**src/hw/nvc_cfg.svh**
```systemverilog
// constants of the nonvolatile configuration programmer
`ifndef NVC_CFG_SVH
`define NVC_CFG_SVH
// ****************************************
// register offsets
// ****************************************
`define NVC_ADDR_STATUS 7'h70
`define NVC_ADDR_HS 7'h71
`define NVC_ADDR_LS 7'h72
`define NVC_ADDR_STARTUP 7'h73
`define NVC_ADDR_CORE 7'h74
`define NVC_ADDR_CRC 7'h75
// ****************************************
// field positions
// ****************************************
`define NVC_STAT_PERMIT_BIT 0
`define NVC_STAT_ERR_BIT 1
`define NVC_STAT_CNT_LSB 2
`define NVC_FORCED_NORMAL_SELECT_BIT 3
// ****************************************
// reset and preset values
// ****************************************
`define NVC_PRESET_HS 8'h00
`define NVC_PRESET_LS 8'h00
`define NVC_PRESET_STARTUP 8'h00
`define NVC_PRESET_CORE 8'h08
`define NVC_HIGH_VOLTAGE_IO_PRESENT 8'hff
`define NVC_PERMIT_RESET 1'h1
`define NVC_CNT_MAX 6'h3f
// ****************************************
// crc parameters
// ****************************************
`define NVC_CRC_POLY 8'h2f
`define NVC_CRC_INIT 8'hff
`define NVC_CRC_XOR 8'hff
// ****************************************
// timing
// ****************************************
`define NVC_CLK_PERIOD_NS 20
`define NVC_BURN_TIME_NS 10000
`define NVC_BURN_CYCLES \
  ((`NVC_BURN_TIME_NS + `NVC_CLK_PERIOD_NS - 1) / `NVC_CLK_PERIOD_NS)
`endif

```
**src/hw/nvc_pkg.sv**
```systemverilog
// types of the nonvolatile configuration programmer
package nvc_pkg;
  typedef enum logic [1:0] {
    NVC_IDLE = 2'b00,
    NVC_CHECK = 2'b01,
    NVC_BURN = 2'b10
  } nvc_state_t;
endpackage : nvc_pkg

```
**src/hw/nvc_crc8.sv**
```systemverilog
// one byte step of the non-reflected crc used for confirmation
`timescale 1ns/1ps
`include "nvc_cfg.svh"
module nvc_crc8 import nvc_pkg::*; (
  input wire logic [7:0] crc_in,
  input wire logic [7:0] data_in,
  output logic [7:0] crc_out
);
  always_comb begin
    logic [7:0] c;
    c = crc_in ^ data_in;
    for (int i = 0; i < 8; i++) begin
      if (c[7]) begin
        c = {c[6:0], 1'b0} ^ `NVC_CRC_POLY;
      end else begin
        c = {c[6:0], 1'b0};
      end
    end
    crc_out = c;
  end
endmodule : nvc_crc8

```
**src/hw/nvc_top.sv**
```systemverilog
// nonvolatile configuration programmer with staging, crc commit and burn
// Function
// - the four cells sit at consecutive addresses 0x71 to 0x74.
// - configuration bits of absent high-voltage pins read and stage as 0.
// - programming is refused unless the program permit flag is 1.
// - the permit flag is 1 as shipped and clears when programming ends.
// - a factory restore sets permit, loads presets and issues a reset.
// - burning starts as soon as the written crc is found valid.
// - a wrong crc aborts the attempt and leaves the cells unchanged.
// - a successful programming cycle ends with a system reset.
// - cell addresses read the old contents until programming succeeds.
// - after programming, writes to the cells are ignored until permitted.
// - the crc is 8 bit, poly 0x2f, init 0xff, xor 0xff, low byte first.
// - an address not written during staging counts as zero in the crc.
// - a six bit write counter counts programs and restores, saturating.
// - a read-only error flag shows a fault seen while programming.
`timescale 1ns/1ps
`include "nvc_cfg.svh"
module nvc_top import nvc_pkg::*; (
  input wire logic CLK,
  input wire logic RST_B,
  input wire logic CE,
  input wire logic [6:0] REG_ADDR,
  input wire logic [7:0] REG_WDATA,
  input wire logic REG_WR,
  input wire logic REG_RD,
  output logic [7:0] REG_RDATA,
  input wire logic FACTORY_RESTORE,
  input wire logic PROG_FAULT,
  output logic SYS_RESET_REQ,
  output logic BUSY,
  output logic FORCED_NORMAL,
  output logic [7:0] CFG_HS,
  output logic [7:0] CFG_LS,
  output logic [7:0] CFG_STARTUP,
  output logic [7:0] CFG_CORE
);
  localparam logic [7:0] PRESET [4] = '{`NVC_PRESET_HS, `NVC_PRESET_LS,
    `NVC_PRESET_STARTUP, `NVC_PRESET_CORE};
  localparam logic [7:0] MASK [4] = '{`NVC_HIGH_VOLTAGE_IO_PRESENT, `NVC_HIGH_VOLTAGE_IO_PRESENT,
    8'hff, 8'hff};
  localparam logic [8:0] BURN_LAST = 9'(`NVC_BURN_CYCLES - 1);

  // ****************************************
  // pin synchronisers
  // ****************************************
  logic [2:0] rest_sync_reg;
  logic [1:0] fault_sync_reg;
  logic restore_pulse;
  always_ff @(posedge CLK or negedge RST_B) begin
    if (!RST_B) begin
      rest_sync_reg <= 3'h0;
      fault_sync_reg <= 2'h0;
    end else if (CE) begin
      rest_sync_reg <= {rest_sync_reg[1:0], FACTORY_RESTORE};
      fault_sync_reg <= {fault_sync_reg[0], PROG_FAULT};
    end
  end
  assign restore_pulse = rest_sync_reg[1] & ~rest_sync_reg[2];

  // ****************************************
  // state
  // ****************************************
  nvc_state_t state_reg, state_next;
  logic [7:0] cell_reg [4];
  logic [7:0] cell_next [4];
  logic [7:0] stage_reg [4];
  logic [7:0] stage_next [4];
  logic [7:0] confirm_reg, confirm_next;
  logic [7:0] crc_reg, crc_next;
  logic [1:0] idx_reg, idx_next;
  logic [8:0] burn_reg, burn_next;
  logic permit_reg, permit_next;
  logic err_reg, err_next;
  logic fault_reg, fault_next;
  logic [5:0] cnt_reg, cnt_next;
  logic rst_req_reg, rst_req_next;
  logic [7:0] rdata_reg, rdata_next;
  logic [7:0] crc_step;
  logic [6:0] offs;
  logic cell_addr;
  logic crc_ok;

  nvc_crc8 u_crc (
    .crc_in(crc_reg),
    .data_in(stage_reg[idx_reg]),
    .crc_out(crc_step)
  );

  assign offs = REG_ADDR - `NVC_ADDR_HS;
  assign cell_addr = (REG_ADDR >= `NVC_ADDR_HS) &&
    (REG_ADDR <= `NVC_ADDR_CORE);
  assign crc_ok = (crc_step ^ `NVC_CRC_XOR) == confirm_reg;

  // ****************************************
  // next state
  // ****************************************
  always_comb begin
    state_next = state_reg;
    cell_next = cell_reg;
    stage_next = stage_reg;
    confirm_next = confirm_reg;
    crc_next = crc_reg;
    idx_next = idx_reg;
    burn_next = burn_reg;
    permit_next = permit_reg;
    err_next = err_reg;
    fault_next = fault_reg;
    cnt_next = cnt_reg;
    rst_req_next = 1'b0;
    rdata_next = rdata_reg;
    if (restore_pulse) begin
      cell_next = PRESET;
      permit_next = 1'b1;
      rst_req_next = 1'b1;
      err_next = 1'b0;
      if (cnt_reg != `NVC_CNT_MAX) begin
        cnt_next = cnt_reg + 6'h1;
      end
      stage_next = '{default: 8'h00};
      state_next = NVC_IDLE;
    end else begin
      case (state_reg)
        NVC_IDLE: begin
          if (REG_WR && permit_reg) begin
            if (cell_addr) begin
              stage_next[offs[1:0]] = REG_WDATA & MASK[offs[1:0]];
            end else if (REG_ADDR == `NVC_ADDR_CRC) begin
              confirm_next = REG_WDATA;
              crc_next = `NVC_CRC_INIT;
              idx_next = 2'h0;
              state_next = NVC_CHECK;
            end
          end
        end
        NVC_CHECK: begin
          crc_next = crc_step;
          idx_next = idx_reg + 2'h1;
          if (idx_reg == 2'h3) begin
            if (crc_ok) begin
              burn_next = BURN_LAST;
              fault_next = 1'b0;
              state_next = NVC_BURN;
            end else begin
              stage_next = '{default: 8'h00};
              state_next = NVC_IDLE;
            end
          end
        end
        NVC_BURN: begin
          fault_next = fault_reg | fault_sync_reg[1];
          burn_next = burn_reg - 9'h1;
          if (burn_reg == 9'h0) begin
            if (fault_next) begin
              err_next = 1'b1;
            end else begin
              cell_next = stage_reg;
              err_next = 1'b0;
              rst_req_next = 1'b1;
            end
            permit_next = 1'b0;
            if (cnt_reg != `NVC_CNT_MAX) begin
              cnt_next = cnt_reg + 6'h1;
            end
            stage_next = '{default: 8'h00};
            state_next = NVC_IDLE;
          end
        end
        default: begin
          state_next = NVC_IDLE;
        end
      endcase
    end
    if (REG_RD) begin
      if (REG_ADDR == `NVC_ADDR_STATUS) begin
        rdata_next = {cnt_reg, err_reg, permit_reg};
      end else if (cell_addr) begin
        rdata_next = cell_reg[offs[1:0]];
      end else if (REG_ADDR == `NVC_ADDR_CRC) begin
        rdata_next = confirm_reg;
      end else begin
        rdata_next = 8'h00;
      end
    end
  end

  // ****************************************
  // registers
  // ****************************************
  always_ff @(posedge CLK or negedge RST_B) begin
    if (!RST_B) begin
      state_reg <= NVC_IDLE;
      cell_reg <= PRESET;
      stage_reg <= '{default: 8'h00};
      confirm_reg <= 8'h00;
      crc_reg <= `NVC_CRC_INIT;
      idx_reg <= 2'h0;
      burn_reg <= 9'h0;
      permit_reg <= `NVC_PERMIT_RESET;
      err_reg <= 1'b0;
      fault_reg <= 1'b0;
      cnt_reg <= 6'h00;
      rst_req_reg <= 1'b0;
      rdata_reg <= 8'h00;
    end else if (CE) begin
      state_reg <= state_next;
      cell_reg <= cell_next;
      stage_reg <= stage_next;
      confirm_reg <= confirm_next;
      crc_reg <= crc_next;
      idx_reg <= idx_next;
      burn_reg <= burn_next;
      permit_reg <= permit_next;
      err_reg <= err_next;
      fault_reg <= fault_next;
      cnt_reg <= cnt_next;
      rst_req_reg <= rst_req_next;
      rdata_reg <= rdata_next;
    end
  end

  assign REG_RDATA = rdata_reg;
  assign SYS_RESET_REQ = rst_req_reg;
  assign BUSY = state_reg != NVC_IDLE;
  assign CFG_HS = cell_reg[0];
  assign CFG_LS = cell_reg[1];
  assign CFG_STARTUP = cell_reg[2];
  assign CFG_CORE = cell_reg[3];
  assign FORCED_NORMAL = cell_reg[3][`NVC_FORCED_NORMAL_SELECT_BIT];
endmodule : nvc_top

```
**config.mk**
```make
export PLATFORM = sky130hd
export DESIGN_NAME = nvc_top
export DESIGN_NICKNAME = d
export VERILOG_FILES = /design/src/hw/nvc_pkg.sv /design/src/hw/nvc_crc8.sv /design/src/hw/nvc_top.sv
export VERILOG_INCLUDE_DIRS = /design/src /design/src/hw
export SDC_FILE = /design/constraint.sdc
export NUM_CORES = 1
export LEC_CHECK = 0
export BUFFER_PORTS_ARGS = -buffer_cell sky130_fd_sc_hd__buf_2
export CAP_MARGIN = 20
export CORE_MARGIN = 1
export CORE_UTILIZATION = 39
export DETAILED_ROUTE_END_ITERATION = 16
export GPL_TIMING_DRIVEN = 0
export PLACE_DENSITY = 0.57
export SYNTH_ARGS = -nofsm -noshare
export SYNTH_HDL_FRONTEND = slang
export SYNTH_SLANG_ARGS = --single-unit
```
**constraint.sdc**
```tcl
create_clock -name CLK -period 6.5 [get_ports CLK]
set_clock_uncertainty 0.15 [all_clocks]
set_input_delay 0.975 -clock CLK [delete_from_list [all_inputs] [get_ports CLK]]
set_output_delay 0.975 -clock CLK [all_outputs]
set_load 0.02 [all_outputs]
```
; ---- After elaboration in Yosys (flattened, before gate mapping)
; Index checks and enable logic that the tools add are counted.
[classes]
n_addsub = 4
magnitude_cmp = 5
n_eq_ne = 20
n_mux = 71
n_bitwise = 18
reduce_logical = 19
[ops]
columns = operator, count
row1 = 32-bit two-way mux, 10
row2 = 8-bit two-way mux, 13
row3 = 32-bit case mux with 3 select lines, 1
row4 = 6-bit two-way mux, 12
row5 = 8-bit binary-select mux with 2-bit select, 3
row6 = 5-bit inverter, 8
row7 = 32-bit bitwise mux, 1
row8 = 3-bit != test (second input constant), 7
row9 = 2-bit two-way mux, 10
row10 = 9-bit two-way mux, 2
row11 = 9-bit case mux with 2 select lines, 1
row12 = 6-bit AND reduction, 3
row13 = 8-bit demux with 2-bit select, 1
row14 = 8-bit case mux with 2 select lines, 1
row15 = 7-bit == test (second input constant), 2
row16 = 1-bit two-way mux, 13
row17 = 2-bit != test (second input constant), 6
row18 = 2-bit nonzero test, 5
row19 = 9-bit zero test, 1
row20 = 9-bit by 1-bit subtractor with 9-bit output (second input constant), 1
row21 = 8-bit AND, 1
row22 = 8-bit == test, 1
row23 = 8-bit inverter, 1
row24 = 8-bit bitwise XOR, 1
row25 = other kinds (25), 32
[totals]
regBits = 116
input_bits = 22

; ---- Longest topological paths before layout
[logic_depth]
ltp_word = 27
ltp_mapped = 11
ltp_nobuf = 11

; ---- Hierarchy
; From an unflattened synthesis, not the netlist that was laid out.
[hier_totals]
hier_cells = 479
hier_area_um2 = 5856.9
[modules_own_cells]
columns = mod, instances, cells_per_inst, area_each_um2, seq_area_each_um2
row1 = nvc_top, 1, 455, 5524.0, 2915.3
row2 = nvc_crc8, 1, 24, 332.8, 0.0

; ---- Worst setup path before layout
; No wires, ideal clock.
[synth_timing]
kind = in2reg
start = input REG_ADDR[0]
end = register idx_reg[0]
arrival_ns = 3.878
path_slack_ns = 2.390
cell_stages = 9
path_buffers = 2
cell_sequence = clkbuf_1 -> inv_1 -> ha_1 -> and4b_1 -> nor4b_1 -> a31o_2 -> buf_1 -> nand3_1 -> o21ai_0
[synth_via]
elab_chain_cells = 4
word_cells_on_any_way = 7
[synth_lines]
columns = item, line
row1 = from (decl), nvc_top.sv:23  ; input wire logic [6:0] REG_ADDR,
row2 = 7-bit greater-or-equal comparator (no line) or 7-bit less-or-equal comparator (tied branches), -
row3 = 1-bit logical AND, nvc_top.sv:91  ; assign cell_addr = (REG_ADDR >= `NVC_ADDR_HS) &&
row4 = 2-bit != test (no line), -
row5 = 6-bit AND reduction (no line) (*), -
row6 = to (signal assigned), nvc_top.sv:211  ; idx_reg <= idx_next;
row7 = to (decl), nvc_top.sv:71  ; logic [1:0] idx_reg, idx_next;
; Every way passes the cells marked *; elsewhere a longest branch is shown, timed or not.
; A chain may end at the register's enable or synchronous reset.

; ---- Final worst setup path
[layout_timing]
start = register idx_reg[0]
end = register stage_reg[21] (netlist name)
[layout_via]
elab_chain_cells = 19
word_cells_on_any_way = 27
[layout_lines]
columns = item, line
row1 = 2-bit inverter with 3-bit output (implied by the code), nvc_top.sv:86  ; .data_in(stage_reg[idx_reg]),
row2 = 8-bit binary-select mux with 2-bit select, nvc_top.sv:86
row3 = 8-bit two-way mux (implied by the code) (2 in series), nvc_top.sv:86
row4 = 8-bit bitwise XOR, nvc_crc8.sv:11  ; c = crc_in ^ data_in;
row5 = 6-bit two-way mux or 5-bit inverter (tied branches), -
row6 = 5-bit inverter (no line) or 6-bit two-way mux (tied branches), -
row7 = 6-bit two-way mux or 5-bit inverter (tied branches) (2 in series), -
row8 = 5-bit inverter (no line) or 6-bit two-way mux (tied branches), -
row9 = 6-bit two-way mux or 5-bit inverter (tied branches), -
row10 = 5-bit inverter (no line) or 6-bit two-way mux (tied branches), -
row11 = 6-bit two-way mux or 5-bit inverter (tied branches), -
row12 = 5-bit inverter (no line) or 6-bit two-way mux (tied branches), -
row13 = 6-bit two-way mux, nvc_crc8.sv:13  ; if (c[7]) begin
row14 = 8-bit inverter (no line), -
row15 = 8-bit == test, nvc_top.sv:93  ; assign crc_ok = (crc_step ^ `NVC_CRC_XOR) == confirm_reg;
row16 = 3-bit != test (no line), -
row17 = 7-bit AND reduction (no line) (*), -
row18 = to (signal assigned), nvc_top.sv:208  ; stage_reg <= stage_next;
row19 = to (decl), nvc_top.sv:67  ; logic [7:0] stage_reg [4];
; Every way passes the cells marked *; elsewhere a longest branch is shown, timed or not. The select of a mux whose other input is x is not followed.

==> impl_metrics.py <==
metrics = {
    "route": {
        "drtAntennaViolNets": 0,
        "dr.pass1.iters": 5,
        "remaining_drc_errors": 0,
        "vias": 4791,
        "dr_wl_met2_mm": 7.954,
        "highest_layer": "met4",
        "drt_wl_total_mm": 17.38,
        "vias_per_cell": 5.821,
        "route.met3.wl_mm": 1.286,
        "wl_met1_mm": 7.780,
        "wire_per_inst_um": 21.12,
        "drtIter0Drc": 456,
    },
    "critical_path": {
        "max_stage_delay_ns": 0.65,
        "reg2reg_from": "idx_reg[0]",
        "r2r_cells": 10,
        "r2r_slack_ns": 2.18,
        "cp.buffers_inverters": 1,
        "arrival_ns": 4.47,
        "path_depth": 10,
        "critPathLaunchType": "flip-flop",
        "crit_type": "flip-flop to flip-flop",
        "critPathRequiredTime_ns": 6.65,
        "cp_top_family": "compound AO/OA/AOI/OAI gates",
        "end_kind": "flip-flop",
        "cp_max_fo": 9,
        "worstReg2RegEnd": "stage_reg[21]",
        "crit_chain": "buf_6 > mux4_1 > xnor2_1 > xor3_1 > and3_1 > o21ai_0 > o22ai_2 > o211ai_1 > o211ai_1 > a32o_1",
        "crit_slowest_cell": "mux4_1",
        "crit_top_cell": "o211ai_1",
    },
    "clock_tree": {
        "worstSkewPairLatency_ns": 0.42,
        "cts_tree": "yes",
        "cts_inserted_buffers": 17,
        "cts-root-buf": "clkbuf_16",
        "clock_sinks": 116,
        "cts_resized": 0,
        "postCtsHoldBufs": 0,
        "ctsLongestPathBuffers": 2,
        "htree_levels": 4,
        "cts_setup_buffers": 0,
        "clk_pin_slew_ns": 0.06,
    },
    "sta": {
        "tightestPinTransition_ns": 1.162,
        "setup_violations": 0,
        "relSlewSlack_pct": 22.17,
        "rsz0062_at_grt": "no",
        "setup_tns_ns": 0,
        "hold_viol": 0,
        "drv_slew": 0,
        "fmax_mhz": 231.7,
        "period_minus_slack_ns": 4.316,
        "whs_ns": 0.2870,
        "post-route-period-util_pct": 66.41,
    },
    "logic_synthesis": {
        "ys_seq_area_share_pct": 47.67,
        "synth-edff-count": 0,
        "async_flop_share_pct": 100.0,
        "synthFlopType": "dfrtp_1",
        "synth_area_mm2": 0.006116,
        "ys_warn_count": 0,
        "ys_seq_elements": 116,
        "synth.distinct_cells": 65,
        "avgSynthCellArea_um2": 11.90,
        "synthesis.instances": 514,
        "syn_nets": 548,
    },
    "floorplan": {
        "rows": 45,
        "core_mm2": 0.01526,
        "die_area_mm2": 0.01619,
        "io_pins": 65,
        "initial_core_util_pct": 40.08,
        "die_x_um": 127.2,
        "fp.dieH_um": 127.2,
    },
    "placed_design": {
        "placed_cell_area_mm2": 0.006748,
        "place_inst": 791,
        "port_buffers": 64,
        "gp_congestion": 0.8296,
        "dp.final_hpwl_mm": 12.08,
    },
    "global_routing": {
        "grt_pass1_vias": 4878,
        "antenna_found_initial": 0,
        "grtUsageTotal_pct": 23.29,
        "grt_pass1_wl_mm": 27.94,
        "grt-ovfl-total": 0,
        "grt_max_degree": 86,
    },
    "pwr": {
        "p_leak_nw": 3.354,
        "power_density_mw_per_mm2": 372.9,
        "vdd_drop_max_v": 0.0002259,
        "p_total_mw": 2.742,
    },
    "job": {
        "drv_cap": 0,
    },
    "final_layout": {
        "largest_reg_flops": 32,
        "design_area_mm2": 0.007353,
        "nets": 633,
        "antenna_cells": 0,
        "drive_gt1_share_pct": 25.65,
        "layoutNonFillerInstCount": 823,
        "area_growth_pct": 20.23,
    },
    "min_path": {
        "worstHoldPathType": "input port to asynchronous set/reset pin",
    },
    "status": {
        "status": "finished clean",
    },
}
## cell usage after synthesis, types with 4 or more instances
master    number  area, um^2
a21o_1         4       30.03
a21oi_1        9       45.04
a22o_1        31       271.5
a22oi_1        8       60.06
a32o_1        33       330.3
and3_1         6       37.54
buf_1          7       26.28
clkbuf_1      13       48.80
dfrtp_1      106        2653
dfstp_2       10       262.8
ha_1          12       150.1
inv_1         20       75.07
mux2_2        15       168.9
mux4_2        15       337.8
nand2_1       38       142.6
nand3_1       11       55.05
nor2_1        19       71.32
nor3_1         6       30.03
o211ai_1       7       52.55
o21ai_0       33       165.2
o22a_1         5       43.79
xnor2_1       23       201.4
xnor3_1        4       90.09
xor2_1        12       105.1
## worst register-to-register path, stage by stage (launching register included)
cell and delay (ns):
dfrtp_1 0.37, buf_6 0.19, mux4_1 0.65, xnor2_1 0.35
xor3_1 0.50, and3_1 0.16, o21ai_0 0.33, o22ai_2 0.17
o211ai_1 0.36, o211ai_1 0.55, a32o_1 0.41
## power breakdown
group / total, mW / switching, mW / internal, mW
clock: 0.966 / 0.358 / 0.609
sequential: 0.854 / 0.0600 / 0.794
combinational: 0.922 / 0.491 / 0.431
## cell families after synthesis
| kind of cell | Yosys count | synth area share [%] |
|---|---|---|
| compound gates | 155 | 20.09 |
| flops | 116 | 47.67 |
| simple gates | 104 | 8.347 |
| buf+inv | 48 | 3.335 |
| xor+xnor | 47 | 9.227 |
| mux | 32 | 8.879 |
| fa+ha+maj | 12 | 2.455 |
## cells in the final DEF, fill, tap and decap left out, types with 4 or more instances in the layout
cell	instances
a21o_1	4
a21oi_1	9
a22o_1	31
a22oi_1	8
a32o_1	33
and3_1	6
buf_1	7
buf_2	66
clkbuf_1	15
clkbuf_16	17
clkinv_4	4
dfrtp_1	106
dfstp_2	10
ha_1	12
inv_1	20
inv_6	4
mux2_2	15
mux4_2	15
nand2_1	38
nand3_1	11
nor2_1	19
nor3_1	6
o211ai_1	7
o21ai_0	33
o22a_1	5
xnor2_1	23
xnor3_1	4
xor2_1	12
## per-stage QoR
step / util (%) / worst slack, ns
floorplan: - / 2.390
global placement: 43.91 / 0.8430
global route: 48.19 / 1.935
detailed placement: 44.22 / 2.054
finish: 48.19 / 2.184
CTS: 48.19 / 2.141
## worst max-delay path by stage
| stage | slack [ns] | start | end |
|---|---|---|---|
| 6_report | 2.18 | idx_reg[0] | stage_reg[21] |
| 4_1_cts | 2.14 | idx_reg[0] | stage_reg[21] |
| 5_1_grt | 1.93 | idx_reg[0] | stage_reg[23] |
| 3_5_place_dp | 2.05 | REG_ADDR[0] | idx_reg[0] |
| 2_1_floorplan | 2.39 | REG_ADDR[0] | idx_reg[0] |
| 3_3_place_gp | 0.84 | REG_ADDR[0] | idx_reg[1] |
## final cells by class
type / count / area [um^2]
flip-flops and latches: 116 / 2915
clock buffers: 19 / 432.9
plain buffers: 27 / 125.1
multi-input cells: 350 / 3003
well taps: 211 / 264.0
clock inverters: 13 / 172.7
repair buffers: 66 / 361.6
fillers: 1411 / 7905
inverters: 21 / 78.83
## routing by layer
layer | vias to the layer above | global-route usage, %
li1 | 2136 | -
met1 | 2422 | 32.60
met2 | 209 | 35.46
met3 | 24 | 5.276
met4 | 0 | 8.473
met5 | - | 0
Power figures use the tool's default switching activity.
